## src/common/mdfm_map.svh

```systemverilog
// Offsets, field positions, reset values and timing counts of the fault manager
`ifndef MDFM_MAP_SVH
`define MDFM_MAP_SVH
// ==========================================================
// Register offsets (byte addresses)
`define MDFM_CTRL_OFS 8'h00
`define MDFM_STAT_OFS 8'h04
// ==========================================================
// Control fields
`define MDFM_C_CLR 0
`define MDFM_C_OV_EN 1
`define MDFM_C_OV_SEL 2
`define MDFM_C_OC_MODE 4:3
`define MDFM_C_OC_DEG 6:5
`define MDFM_C_OC_LVL 7
`define MDFM_C_PWM_SEL 8
`define MDFM_C_SER_DIS 9
`define MDFM_CTRL_RST 10'h000
// ==========================================================
// Synchronised input bit positions
`define MDFM_I_SUP_UV 0
`define MDFM_I_AV_UV 1
`define MDFM_I_REG_UV 2
`define MDFM_I_PMP_UV 3
`define MDFM_I_OV20 4
`define MDFM_I_OV32 5
`define MDFM_I_OV34 6
`define MDFM_I_OC 7
`define MDFM_I_REG_OC 8
`define MDFM_I_SER 9
`define MDFM_I_OTP 10
`define MDFM_I_ILIM 11
`define MDFM_I_PWM 12
`define MDFM_I_SLEEP_N 13
`define MDFM_I_PINCFG 14
// ==========================================================
// Timing
`define MDFM_CLK_KHZ 40000
`define MDFM_RS_SLOW_KHZ 20
`define MDFM_RS_FAST_KHZ 40
`define MDFM_RS_SLOW_CYC (`MDFM_CLK_KHZ / `MDFM_RS_SLOW_KHZ)
`define MDFM_RS_FAST_CYC (`MDFM_CLK_KHZ / `MDFM_RS_FAST_KHZ)
`define MDFM_DEG_HW_NS 600
`define MDFM_DEG0_NS 200
`define MDFM_DEG1_NS 600
`define MDFM_DEG2_NS 1200
`define MDFM_DEG3_NS 1600
`define MDFM_NS2CYC(ns) (((ns) * (`MDFM_CLK_KHZ / 1000) + 999) / 1000)
`define MDFM_RETRY_US 500
`define MDFM_REG_RETRY_US 500
`define MDFM_RETRY_CYC (`MDFM_RETRY_US * (`MDFM_CLK_KHZ / 1000))
`define MDFM_REG_RETRY_CYC (`MDFM_REG_RETRY_US * (`MDFM_CLK_KHZ / 1000))
`define MDFM_RST_MAX_US 40
`define MDFM_RST_MAX_CYC (`MDFM_RST_MAX_US * (`MDFM_CLK_KHZ / 1000))
`endif

```

## src/common/mdfm_pkg.sv

```systemverilog
// Types of the motor driver fault manager
package mdfm_pkg;
    typedef enum logic [1:0] {
        MDFM_OC_LATCH = 2'b00,
        MDFM_OC_RETRY = 2'b01,
        MDFM_OC_REPORT = 2'b10,
        MDFM_OC_NONE = 2'b11
    } mdfm_oc_mode_t;

    typedef struct packed {
        logic [14:0] s1;
        logic [14:0] s2;
        logic pwm_prev;
        logic sleep_prev;
        logic [9:0] ctrl;
        logic por;
        logic gflt;
        logic rflt;
        logic ruv;
        logic puv;
        logic ovf;
        logic ocf;
        logic roc;
        logic serr;
        logic otp;
        logic oc_hold;
        logic oc_retry;
        logic roc_retry;
        logic [7:0] deg_cnt;
        logic [23:0] retry_cnt;
        logic [23:0] rretry_cnt;
        logic [15:0] rst_cnt;
        logic asleep;
        logic [11:0] rs_cnt;
        logic hs_off;
        logic fault_n;
        logic hiz;
        logic pump_en;
        logic logic_en;
        logic reg_en;
        logic hs_en;
        logic awready;
        logic wready;
        logic aw_have;
        logic w_have;
        logic [7:0] awaddr;
        logic [31:0] wdata;
        logic [3:0] wstrb;
        logic bvalid;
        logic [1:0] bresp;
        logic arready;
        logic rvalid;
        logic [31:0] rdata;
        logic [1:0] rresp;
    } mdfm_state_t;
endpackage

```

## src/mdfm_fault_mgr.sv

```systemverilog
// Fault supervision and 100% duty current-limit restart for a three-phase power stage
// ==========================================================
// Overview of operation
// - Current-limit cut high side at full duty is re-enabled by internal restart clock
// - Restart clock 20 or 40 kHz by select bit; pin-configured parts fixed 20 kHz
// - Supply undervoltage: bridge Hi-Z, pump and logic off, automatic recovery
// - After undervoltage the power-on-reset status stays low until cleared
// - Regulator-supply undervoltage behaves exactly like supply undervoltage
// - Step-down undervoltage: regulator off only, fault low, three flags set
// - Step-down recovery automatic; its flags stay until cleared
// - Pump undervoltage: bridge Hi-Z, fault low, flags latched, automatic recovery
// - Pump undervoltage protection can never be disabled
// - Overvoltage when enabled: bridge Hi-Z, fault low, flag latched, auto recovery
// - Register parts: overvoltage acts only with its enable bit set
// - Pin-configured parts: overvoltage always on at the 34 V threshold
// - Register parts: threshold select bit picks 20 V or 32 V
// - Overcurrent counts only after the deglitch time, then follows mode
// - Pin-configured parts: 0.6 us deglitch, latched shutdown always
// - Register parts: level, deglitch and four response modes from register
// - Step-down overcurrent: fault low, bridge running, retry after retry time
// - Serial error reported on fault pin unless report-disable is set
// - Trim memory read error: fault low, Hi-Z, cleared only by sleep pulse
// - Retry mode keeps overcurrent flags latched until a clear
`timescale 1ns/1ps
`default_nettype none
`include "mdfm_map.svh"

module mdfm_fault_mgr
    import mdfm_pkg::*;
#(
    parameter int unsigned RETRY_CYC = `MDFM_RETRY_CYC,
    parameter int unsigned REG_RETRY_CYC = `MDFM_REG_RETRY_CYC,
    parameter int unsigned RST_MAX_CYC = `MDFM_RST_MAX_CYC
) (
    input wire logic aclk,
    input wire logic aresetn,
    input wire logic s_axi_awvalid,
    output logic s_axi_awready,
    input wire logic [7:0] s_axi_awaddr,
    input wire logic [2:0] s_axi_awprot,
    input wire logic s_axi_wvalid,
    output logic s_axi_wready,
    input wire logic [31:0] s_axi_wdata,
    input wire logic [3:0] s_axi_wstrb,
    output logic s_axi_bvalid,
    input wire logic s_axi_bready,
    output logic [1:0] s_axi_bresp,
    input wire logic s_axi_arvalid,
    output logic s_axi_arready,
    input wire logic [7:0] s_axi_araddr,
    input wire logic [2:0] s_axi_arprot,
    output logic s_axi_rvalid,
    input wire logic s_axi_rready,
    output logic [31:0] s_axi_rdata,
    output logic [1:0] s_axi_rresp,
    input wire logic supply_uv,
    input wire logic avdd_uv,
    input wire logic regulator_uv,
    input wire logic pump_undervoltage,
    input wire logic ov_above_20v,
    input wire logic ov_above_32v,
    input wire logic ov_above_34v,
    input wire logic overcurrent_raw,
    input wire logic regulator_oc,
    input wire logic serial_error,
    input wire logic trim_read_error,
    input wire logic current_limit_trip,
    input wire logic pwm_in,
    input wire logic sleep_pin_n,
    input wire logic pin_configured,
    output logic fault_out_n,
    output logic bridge_hiz,
    output logic pump_enable,
    output logic logic_enable,
    output logic regulator_enable,
    output logic high_side_enable,
    output logic overcurrent_level
);

    mdfm_state_t q;
    mdfm_state_t n;

    // ==========================================================
    // Decoders
    function automatic logic [1:0] reg_sel(input logic [7:0] a);
        if (a == `MDFM_CTRL_OFS) begin
            return 2'h0;
        end else if (a == `MDFM_STAT_OFS) begin
            return 2'h1;
        end
        return 2'h3;
    endfunction

    function automatic logic [7:0] deg_cyc(input logic hw, input logic [1:0] code);
        if (hw) begin
            return 8'(`MDFM_NS2CYC(`MDFM_DEG_HW_NS));
        end
        case (code)
            2'h0: return 8'(`MDFM_NS2CYC(`MDFM_DEG0_NS));
            2'h1: return 8'(`MDFM_NS2CYC(`MDFM_DEG1_NS));
            2'h2: return 8'(`MDFM_NS2CYC(`MDFM_DEG2_NS));
            default: return 8'(`MDFM_NS2CYC(`MDFM_DEG3_NS));
        endcase
    endfunction

    // ==========================================================
    // Next state
    always_comb begin
        logic hw;
        logic uv;
        logic ov_on;
        logic clr;
        logic sleep_clr;
        logic oc_det;
        logic oc_fault;
        logic tick;
        logic hiz_d;
        logic [7:0] deg;
        logic [11:0] period;
        logic [31:0] status;
        mdfm_oc_mode_t mode;
        n = q;
        hw = q.s2[`MDFM_I_PINCFG];
        uv = q.s2[`MDFM_I_SUP_UV] | q.s2[`MDFM_I_AV_UV];
        sleep_clr = 1'b0;
        oc_det = 1'b0;
        tick = 1'b0;
        n.s1 = {pin_configured, sleep_pin_n, pwm_in, current_limit_trip, trim_read_error,
            serial_error, regulator_oc, overcurrent_raw, ov_above_34v, ov_above_32v,
            ov_above_20v, pump_undervoltage, regulator_uv, avdd_uv, supply_uv};
        n.s2 = q.s1;
        n.pwm_prev = q.s2[`MDFM_I_PWM];
        n.sleep_prev = q.s2[`MDFM_I_SLEEP_N];
        n.ctrl[`MDFM_C_CLR] = 1'b0;

        // Sleep pin: short low pulse clears, long low shuts down
        if (!q.s2[`MDFM_I_SLEEP_N]) begin
            if (q.rst_cnt != 16'hFFFF) begin
                n.rst_cnt = q.rst_cnt + 16'h0001;
            end
            if (32'(q.rst_cnt) >= RST_MAX_CYC) begin
                n.asleep = 1'b1;
            end
        end else begin
            n.rst_cnt = 16'h0000;
            n.asleep = 1'b0;
            if (!q.sleep_prev && !q.asleep) begin
                sleep_clr = 1'b1;
            end
        end
        clr = q.ctrl[`MDFM_C_CLR] | sleep_clr;

        // Overvoltage source and threshold
        if (hw) begin
            ov_on = q.s2[`MDFM_I_OV34];
        end else if (q.ctrl[`MDFM_C_OV_EN]) begin
            ov_on = q.ctrl[`MDFM_C_OV_SEL] ? q.s2[`MDFM_I_OV32] : q.s2[`MDFM_I_OV20];
        end else begin
            ov_on = 1'b0;
        end

        // Overcurrent deglitch; pin parts always latch
        mode = hw ? MDFM_OC_LATCH : mdfm_oc_mode_t'(q.ctrl[`MDFM_C_OC_MODE]);
        deg = deg_cyc(hw, q.ctrl[`MDFM_C_OC_DEG]);
        if (!q.s2[`MDFM_I_OC]) begin
            n.deg_cnt = 8'h00;
        end else if (q.deg_cnt < deg) begin
            n.deg_cnt = q.deg_cnt + 8'h01;
        end else begin
            oc_det = 1'b1;
        end
        case (mode)
            MDFM_OC_LATCH: begin
                if (oc_det) begin
                    n.oc_hold = 1'b1;
                end else if (clr) begin
                    n.oc_hold = 1'b0;
                end
            end
            MDFM_OC_RETRY: begin
                n.oc_hold = 1'b0;
                if (q.oc_retry) begin
                    n.retry_cnt = q.retry_cnt + 24'h000001;
                    if (32'(q.retry_cnt) >= RETRY_CYC - 1) begin
                        n.oc_retry = 1'b0;
                    end
                end else if (oc_det) begin
                    n.oc_retry = 1'b1;
                    n.retry_cnt = 24'h000000;
                end
            end
            MDFM_OC_REPORT: begin
                n.oc_hold = 1'b0;
                n.oc_retry = 1'b0;
            end
            default: begin
                n.oc_hold = 1'b0;
                n.oc_retry = 1'b0;
                oc_det = 1'b0;
            end
        endcase
        oc_fault = q.oc_hold | q.oc_retry | (q.ocf & (mode == MDFM_OC_REPORT));

        // Regulator overcurrent retry, bridge untouched
        if (q.roc_retry) begin
            n.rretry_cnt = q.rretry_cnt + 24'h000001;
            if (32'(q.rretry_cnt) >= REG_RETRY_CYC - 1) begin
                n.roc_retry = 1'b0;
            end
        end else if (q.s2[`MDFM_I_REG_OC]) begin
            n.roc_retry = 1'b1;
            n.rretry_cnt = 24'h000000;
        end

        // Sticky flags: a present condition always wins over a clear
        n.por = uv ? 1'b0 : (q.por | clr);
        n.ruv = q.s2[`MDFM_I_REG_UV] | (q.ruv & ~clr);
        n.rflt = q.s2[`MDFM_I_REG_UV] | q.s2[`MDFM_I_REG_OC] | (q.rflt & ~clr);
        n.puv = q.s2[`MDFM_I_PMP_UV] | (q.puv & ~clr);
        n.ovf = ov_on | (q.ovf & ~clr);
        n.ocf = oc_det | (q.ocf & ~(clr & ~q.s2[`MDFM_I_OC]));
        n.roc = q.s2[`MDFM_I_REG_OC] | (q.roc & ~clr);
        n.serr = q.s2[`MDFM_I_SER] | (q.serr & ~clr);
        n.otp = q.s2[`MDFM_I_OTP] | (q.otp & ~sleep_clr);
        n.gflt = q.s2[`MDFM_I_REG_UV] | q.s2[`MDFM_I_PMP_UV] | ov_on | oc_det
            | q.s2[`MDFM_I_REG_OC] | (q.s2[`MDFM_I_SER] & ~q.ctrl[`MDFM_C_SER_DIS])
            | q.s2[`MDFM_I_OTP] | (q.gflt & ~clr);

        // Pin drives
        hiz_d = uv | q.s2[`MDFM_I_PMP_UV] | ov_on | q.oc_hold | q.oc_retry
            | q.otp | q.asleep;
        n.hiz = hiz_d;
        n.pump_en = ~(uv | q.asleep);
        n.logic_en = ~(uv | q.asleep);
        n.reg_en = ~(q.s2[`MDFM_I_REG_UV] | q.roc_retry | q.asleep);
        // Logic is off under supply undervoltage, so the fault pin is released
        n.fault_n = uv | q.asleep | ~(q.s2[`MDFM_I_REG_UV] | q.s2[`MDFM_I_PMP_UV] | ov_on
            | oc_fault | q.roc_retry | (q.serr & ~q.ctrl[`MDFM_C_SER_DIS])
            | q.otp);

        // Restart clock for the full-duty case
        period = (!hw && q.ctrl[`MDFM_C_PWM_SEL]) ? 12'(`MDFM_RS_FAST_CYC)
            : 12'(`MDFM_RS_SLOW_CYC);
        if (q.rs_cnt >= period - 12'h001) begin
            n.rs_cnt = 12'h000;
            tick = 1'b1;
        end else begin
            n.rs_cnt = q.rs_cnt + 12'h001;
        end
        if (!q.s2[`MDFM_I_PWM]) begin
            n.hs_off = 1'b0;
        end else if (q.s2[`MDFM_I_ILIM]) begin
            n.hs_off = 1'b1;
        end else if (!q.pwm_prev || tick) begin
            n.hs_off = 1'b0;
        end
        n.hs_en = q.s2[`MDFM_I_PWM] & ~n.hs_off & ~hiz_d;

        // AXI4-Lite write
        if (s_axi_awvalid && q.awready) begin
            n.aw_have = 1'b1;
            n.awaddr = s_axi_awaddr;
        end
        if (s_axi_wvalid && q.wready) begin
            n.w_have = 1'b1;
            n.wdata = s_axi_wdata;
            n.wstrb = s_axi_wstrb;
        end
        if (q.bvalid && s_axi_bready) begin
            n.bvalid = 1'b0;
        end
        if (q.aw_have && q.w_have && !q.bvalid) begin
            n.aw_have = 1'b0;
            n.w_have = 1'b0;
            n.bvalid = 1'b1;
            n.bresp = 2'h0;
            case (reg_sel(q.awaddr))
                2'h0: begin
                    if (q.wstrb[0]) begin
                        n.ctrl[7:0] = q.wdata[7:0];
                    end
                    if (q.wstrb[1]) begin
                        n.ctrl[9:8] = q.wdata[9:8];
                    end
                end
                2'h1: n.bresp = 2'h0;
                default: n.bresp = 2'h2;
            endcase
        end
        n.awready = ~n.aw_have & ~n.bvalid;
        n.wready = ~n.w_have & ~n.bvalid;

        // AXI4-Lite read
        status = {20'h00000, q.hiz, q.fault_n, q.otp, q.serr, q.roc, q.ocf,
            q.ovf, q.puv, q.ruv, q.rflt, q.gflt, q.por};
        if (q.rvalid && s_axi_rready) begin
            n.rvalid = 1'b0;
        end
        if (s_axi_arvalid && q.arready) begin
            n.rvalid = 1'b1;
            n.rresp = 2'h0;
            case (reg_sel(s_axi_araddr))
                2'h0: n.rdata = {22'h000000, q.ctrl[9:1], 1'b0};
                2'h1: n.rdata = status;
                default: begin
                    n.rdata = 32'h00000000;
                    n.rresp = 2'h2;
                end
            endcase
        end
        n.arready = ~n.rvalid;
    end

    // ==========================================================
    // State register
    always_ff @(posedge aclk) begin
        if (!aresetn) begin
            q <= '0;
            q.ctrl <= `MDFM_CTRL_RST;
            q.fault_n <= 1'b1;
            q.hiz <= 1'b1;
            q.sleep_prev <= 1'b1;
            q.s1[`MDFM_I_SLEEP_N] <= 1'b1;
            q.s2[`MDFM_I_SLEEP_N] <= 1'b1;
        end else begin
            q <= n;
        end
    end

    assign s_axi_awready = q.awready;
    assign s_axi_wready = q.wready;
    assign s_axi_bvalid = q.bvalid;
    assign s_axi_bresp = q.bresp;
    assign s_axi_arready = q.arready;
    assign s_axi_rvalid = q.rvalid;
    assign s_axi_rdata = q.rdata;
    assign s_axi_rresp = q.rresp;
    assign fault_out_n = q.fault_n;
    assign bridge_hiz = q.hiz;
    assign pump_enable = q.pump_en;
    assign logic_enable = q.logic_en;
    assign regulator_enable = q.reg_en;
    assign high_side_enable = q.hs_en;
    assign overcurrent_level = q.ctrl[`MDFM_C_OC_LVL];

endmodule // mdfm_fault_mgr
`default_nettype wire

```

## config.mk

```make
export PLATFORM = sky130hd
export DESIGN_NAME = mdfm_fault_mgr
export DESIGN_NICKNAME = d
export VERILOG_FILES = /design/src/common/mdfm_pkg.sv /design/src/mdfm_fault_mgr.sv
export VERILOG_INCLUDE_DIRS = /design/src /design/src/common
export SDC_FILE = /design/constraint.sdc
export NUM_CORES = 1
export LEC_CHECK = 0
export BUFFER_PORTS_ARGS = -buffer_cell sky130_fd_sc_hd__buf_2
export CORE_MARGIN = 2
export CORE_UTILIZATION = 30
export CTS_CLUSTER_SIZE = 24
export DETAILED_ROUTE_END_ITERATION = 10
export GPL_TIMING_DRIVEN = 0
export PLACE_DENSITY = 0.48
export SLEW_MARGIN = 40
export SYNTH_ARGS = -nofsm -noshare
export SYNTH_HDL_FRONTEND = slang
export SYNTH_SLANG_ARGS = --single-unit
```

## constraint.sdc

```tcl
create_clock -name aclk -period 6.5 [get_ports aclk]
set_clock_uncertainty 0.15 [all_clocks]
set_input_delay 1.95 -clock aclk [delete_from_list [all_inputs] [get_ports aclk]]
set_output_delay 1.95 -clock aclk [all_outputs]
set_load 0.01 [all_outputs]
```

==> impl_metrics.toml, run 1 <==
[sta]
slew_viol_final = 0
hold_ws_ns = 0.270
rsz0062_at_grt = "false"
setup-violations-final = 0
period_needed_ns = 3.29
worstMarginPinSlew_ns = 0.716
fin_crit_sh_pct = 50.6
relSlewSlack_pct = 51.0
max_freq_mhz = 304
finalHoldViolCount = 0
setup_tns_ns = 0

[synthesis]
synth.distinct_cells = 67
synthArstFlopShare_pct = 0
syn_inst = 908
ys_seq_area_share_pct = 45.8
syn_avg_cell_area_um2 = 9.01
synth_seq_cells = 187
netlist_area_um2 = 8180
synth-main-ff-cell = "dfxtp_1"
synth_edf_count = 0
synth_warnings = 0

[clocking]
post_cts_buffers = 0
htree_levels = 4
cts_root_buf = "clkbuf_16"
cts_buffers = 17
clock_latency_ns = 0.44
ctsHoldBuffers = 0
cts_tree = "yes"
clk_pin_slew_worst_paths_ns = 0.08
cts_buffer_depth = 2
cts_resized = 0
clkSinkCount = 187

[pwr]
peakVddDrop_mv = 0.128
p_leak_uw = 0.00378
p_per_area_nw_per_um2 = 248

[critical_path]
start_kind = "input pin"
worstPathRequired_ns = 6.73
path_class = "input pin to register"
path_max_fanout = 10
endpoint_kind = "register"
worstPathArrival_ns = 3.52

[final_layout]
diodes = 0
final_common_cell = "dfxtp_1"
final_util_pct = 36.1
drive_gt1_share_pct = 17.5
final_cell_mix = "dfxtp_1, nor2_1, nand2_1"
syn_to_final_growth_pct = 18.7
nFillCells = 2815
final_nets = 1119

[flow_run]
max_cap_viol_count = 0

[placement]
portBuffers = 75
place.gp.congestion = 0.751
dpl.hpwl_mm = 13.8

[global_routing]
grt_pass1_wl_mm = 31.2
grt_util_all_layers_pct = 13.5
grt_pass1_vias = 6019
grt_max_degree = 24
antenna_found_initial = 0
overflow = 0

[hold_path]
hold_class = "register to register"

[drt]
drt_iter0_drc = 314
wl_per_cell_um = 13.6
viasPerCell = 4.63
drcViolationCount = 0
antenna_left = 0
dr.pass1.iters = 4
via_count = 6371
routed_wl_mm = 18.7

[floorplan]
placementRows = 60
die-area_um2 = 28600
core_um2 = 26900
fp.dieH_um = 169
start_util_pct = 30.4
boundaryPins = 128
die_x_um = 169

[outcome]
outcome = "complete, no violations"
-- flip-flops by register name, summed over array words and instances (netlist names) --
name / flops
s_axi_bvalid: 1
regulator_enable: 1
s_axi_rresp: 1
s_axi_bresp: 1
s_axi_rdata: 12
fault_out_n: 1
bridge_hiz: 1
q: 145
logic_enable: 1
s_axi_arready: 1
s_axi_rvalid: 1
overcurrent_level: 1
high_side_enable: 1
s_axi_wready: 1
n: 17
s_axi_awready: 1
-- final cells by class --
type | count | area [µm²] | share of cell area, %
timing repair buffer | 75 | 375 | 3.87
buffer | 70 | 430 | 4.43
multi-input combinational | 650 | 4000 | 41.2
tap | 341 | 427 | 4.39
sequential | 187 | 3740 | 38.6
inverter | 22 | 82.6 | 0.851
clock buffer | 17 | 425 | 4.38
clock inverter | 15 | 221 | 2.28
-- worst paths after layout --
path | startpoint | endpoint | slack [ns] | depth (start not counted)
worst max-delay path | aresetn | s_axi_rresp[1] | 3.21 | 5
worst min-delay path | n[217] | n[202] | 0.27 | 1
worst max register to register | q[197] | q[150] | 3.58 | 10
worst min register to register | n[217] | n[202] | 0.27 | 1
-- worst max-delay path, cell delays in order --
cell,delay [ns]
buf_2,0.20
clkbuf_1,0.51
clkbuf_1,0.56
o21ai_0,0.18
nor2_1,0.11
-- synth_stat cells (all sizes together) (2+ instances only) --
| cell type | n | share of area, % |
|---|---|---|
| a2111oi | 15 | 2.7 |
| a211oi | 12 | 1.1 |
| a21o | 3 | 0.28 |
| a21oi | 56 | 3.4 |
| a31oi | 5 | 0.38 |
| a32oi | 4 | 0.43 |
| and2 | 36 | 2.8 |
| and3 | 15 | 1.1 |
| and4 | 10 | 1.1 |
| buf | 49 | 4.3 |
| clkbuf | 21 | 0.96 |
| dfxtp | 187 | 46 |
| ha | 16 | 2.4 |
| inv | 21 | 0.96 |
| mux2 | 3 | 0.41 |
| mux2i | 24 | 2.9 |
| nand2 | 93 | 4.3 |
| nand2b | 10 | 0.76 |
| nand3 | 35 | 2.2 |
| nand3b | 3 | 0.28 |
| nand4 | 22 | 2.1 |
| nor2 | 124 | 5.7 |
| nor2b | 3 | 0.23 |
| nor3 | 16 | 0.98 |
| nor3b | 3 | 0.41 |
| nor4 | 12 | 1.3 |
| o211a | 2 | 0.24 |
| o211ai | 5 | 0.46 |
| o21a | 5 | 0.46 |
| o21ai | 11 | 0.72 |
| o311ai | 4 | 0.43 |
| o31ai | 2 | 0.18 |
| or2 | 4 | 0.31 |
| or3 | 8 | 0.61 |
| or4 | 5 | 0.46 |
| xnor2 | 32 | 3.4 |
| xor2 | 18 | 1.9 |
-- stage by stage --
stage / cells / instance area [µm²] / setup WS (ns) / total power, µW
floorplan: 929 / 8260 / 3.48 / 1290
global placement: 1345 / 9060 / 2.73 / 1340
global route: 1377 / 9710 / 3.10 / 2510
finish: 1377 / 9710 / 3.21 / 2410
CTS: 1377 / 9710 / 3.18 / 2450
detailed placement: 1345 / 9060 / 2.71 / 1340
-- routing by layer --
metal  share of wire, %  up-vias  GRT usage, %
met5                  0        -             0
met4               0.77        0          3.68
met3                2.9       13          2.75
met2                 45       75          21.3
met1                 51     2951          18.8
li1                   -     3332             -
-- kinds of logic after synthesis --
| family | after synthesis | share of synthesized area (%) |
|---|---|---|
| adder cells (fa/ha/maj) | 16 | 2.45 |
| multiplexers | 27 | 3.35 |
| XOR/XNOR | 50 | 5.35 |
| AO/OA/AOI/OAI | 133 | 11.8 |
| AND/OR/NAND/NOR | 402 | 25.0 |
| buffers and inverters | 92 | 6.27 |
| flip-flops | 187 | 45.8 |
| other | 1 | 0.0458 |
-- where the power goes --
part	total [µW]	switching, µW	leakage, µW	internal [µW]
Clock	1100	553	0.000310	544
Sequential	1190	15.8	0.00152	1170
Combinational	122	70.8	0.00195	51.2
Total	2410	640	0.00378	1770
Note: power is estimated with default switching activity, not from simulation.
==> run 2: changes to the inputs <==
--- a/config.mk
+++ b/config.mk
@@ -6,13 +6,14 @@
 export SDC_FILE = /design/constraint.sdc
 export NUM_CORES = 1
 export LEC_CHECK = 0
+export ABC_AREA = 1
 export BUFFER_PORTS_ARGS = -buffer_cell sky130_fd_sc_hd__buf_2
 export CORE_MARGIN = 2
 export CORE_UTILIZATION = 30
 export CTS_CLUSTER_SIZE = 24
 export DETAILED_ROUTE_END_ITERATION = 10
 export GPL_TIMING_DRIVEN = 0
-export PLACE_DENSITY = 0.48
+export PLACE_DENSITY = 0.47
 export SLEW_MARGIN = 40
 export SYNTH_ARGS = -nofsm -noshare
 export SYNTH_HDL_FRONTEND = slang
==> constraint.sdc (replaced) <==
create_clock -name aclk -period 3.22 [get_ports aclk]
set_clock_uncertainty 0.15 [all_clocks]
set_input_delay 0.966 -clock aclk [delete_from_list [all_inputs] [get_ports aclk]]
set_output_delay 0.966 -clock aclk [all_outputs]
set_load 0.01 [all_outputs]
==> impl_metrics.toml, run 2 <==
[hold_path]
hold_class = "register to register"
hp-start = "n[212]"
min_to = "q[212]"
worstHoldPathCells = 2

[clocking]
cts_buffers = 17
cts_root_buf = "clkbuf_16"
cts_tree = "yes"
clkSinkCount = 187
cts_buffer_depth = 2
htree_levels = 4
clock_latency_ns = 0.45
clk_pin_slew_worst_paths_ns = 0.08
cts_resized = 0
ctsHoldBuffers = 0
post_cts_buffers = 0

[final_layout]
diodes = 0
final_cell_mix = "nand2_1, nor2_1, dfxtp_1"
final_util_pct = 35.8
nFillCells = 3143
final_cells = 1766
largest_register_ffs = 145
top_register = "q"
final_nets = 1465
drive_gt1_share_pct = 13.6
syn_to_final_growth_pct = 17.3
final_common_cell = "nand2_1"

[sta]
slew_viol_final = 0
relSlewSlack_pct = 50.2
worstMarginPinSlew_ns = 0.746
max_freq_mhz = 404
rsz0062_at_grt = "false"
period_needed_ns = 2.48
fin_crit_sh_pct = 76.9
setup-violations-final = 0
finalHoldViolCount = 0
setup_tns_ns = 0
fin_ws_ns = 0.744

[floorplan]
fp.dieH_um = 175
placementRows = 62
core_um2 = 28800
die_x_um = 175
start_util_pct = 30.5
boundaryPins = 128
die-area_um2 = 30600

[pwr]
peakVddDrop_mv = 0.357
power_uw = 4830
pwr-share-clk_pct = 43.1
p_sw_share_pct = 26.5
p_leak_uw = 0.00450
intPower_uw = 3550
switchingPower_uw = 1280
seqPwrFrac_pct = 50.1
p_per_area_nw_per_um2 = 469
combPwrFrac_pct = 6.8

[drt]
wl_per_cell_um = 13.0
drt_iter0_drc = 392
drcViolationCount = 0
viasPerCell = 4.43
antenna_left = 0
via_count = 7823
dr.pass1.iters = 5
routed_wl_mm = 23.0

[synthesis]
synthArstFlopShare_pct = 0
synth_top_area_share_pct = 42.7
synth_area_leaders = "dfxtp_1, nand2_1, nor2_1, inv_1, a21oi_1"
synth_warnings = 0
netlist_area_um2 = 8770
yosysMostFrequentCell = "nand2_1"
syn_avg_cell_area_um2 = 7.00
synth_edf_count = 0
ys_seq_area_share_pct = 42.7
syn_inst = 1254
synth-main-ff-cell = "dfxtp_1"
synth_seq_cells = 187
synth_common_cells = "nand2_1, nor2_1, dfxtp_1"
synth.distinct_cells = 42
synth_area_leader_cell = "dfxtp_1"

[global_routing]
grt_util_all_layers_pct = 15.6
grt_pass1_wl_mm = 38.1
grt_max_degree = 20
overflow = 0
antenna_found_initial = 0
grt_pass1_vias = 7464

[placement]
dpl.hpwl_mm = 17.5
portBuffers = 75
numPlacedInstances = 1734
place.gp.congestion = 0.809
dp_slack_ns = 0.184

[critical_path]
r2r_start = "q[198]"
reg2reg_depth = 14
worstPathArrival_ns = 2.61
r2r-end = "q[168]"
path_max_fanout = 10
r2r_slack_ns = 0.81
start_kind = "input pin"
endpoint_kind = "register"
path_class = "input pin to register"
worstPathRequired_ns = 3.36

[outcome]
outcome = "complete, no violations"

[flow_run]
max_cap_viol_count = 0
[run 2: changes by cell type after synthesis, moves of 26 or more]
| cell | previous run | this run |
|---|---|---|
| nand3_1 | 34 | 75 |
| inv_1 | 21 | 152 |
| nand2_1 | 93 | 275 |
| a21oi_1 | 56 | 84 |
| and2_1 | 35 | 0 |
| nor2_1 | 124 | 200 |
| xnor2_1 | 32 | 6 |
| o21ai_0 | 10 | 57 |
[run 2: worst max-delay path, stage by stage]
cell and delay [ns]:
buf_2 0.11, clkbuf_1 0.46, clkbuf_1 0.42, clkbuf_1 0.44, nand3_1 0.20
[run 2: how the worst max path moves through the flow]
stage,start,endpoint,slack (ns),cells past startpoint
5_1_grt,q[198],q[168],0.52,14
6_report,aresetn,bridge_hiz,0.74,5
3_5_place_dp,aresetn,q[214],0.18,6
2_1_floorplan,s_axi_araddr[1],s_axi_rresp[1],1.01,6
4_1_cts,aresetn,q[214],0.65,6
3_3_place_gp,aresetn,q[214],0.22,6
[run 2: power by group through the flow]
stage | Combinational (µW) | Clock, µW | Sequential, µW
finish | 329 | 2080 | 2420
detailed placement | 335 | 0 | 2480
floorplan | 211 | 0 | 2470
global placement | 333 | 0 | 2480
CTS | 336 | 2150 | 2420
global route | 377 | 2240 | 2430
[run 2: layout make-up]
class	count	area [µm²]	share of cell area (%)
clock buffer	18	429	4.17
timing repair buffer	75	375	3.65
tap	384	480	4.67
buffer	72	439	4.27
multi-input combinational	860	4090	39.7
clock inverter	14	151	1.47
inverter	156	586	5.69
sequential	187	3740	36.4
[run 2: through the flow]
stage	hold WS, ns	area (µm²)
after floorplan	0.240	8850
after global placement	0.247	9710
after detailed placement	0.248	9720
after CTS	0.263	10300
after global routing	0.279	10300
final	0.265	10300
[run 2: cells by family after synthesis]
kind of cell / count (synthesis) / synth area share [%]
and+or+nand+nor: 643 / 31.9
buffers and inverters: 228 / 11.7
DFF: 187 / 42.7
AOI/OAI and AO/OA: 163 / 9.85
xor gates and xnor gates: 16 / 1.60
adders and majority gates: 16 / 2.28
other: 1 / 0.0427
[run 2: metal layers]
layer	track usage, %	vias to the layer above	part of all wire (%)
met4	4.69	0	1.3
met3	2.31	16	2.6
li1	-	4154	-
met5	0	-	0
met1	20.3	3548	49
met2	26.5	105	47
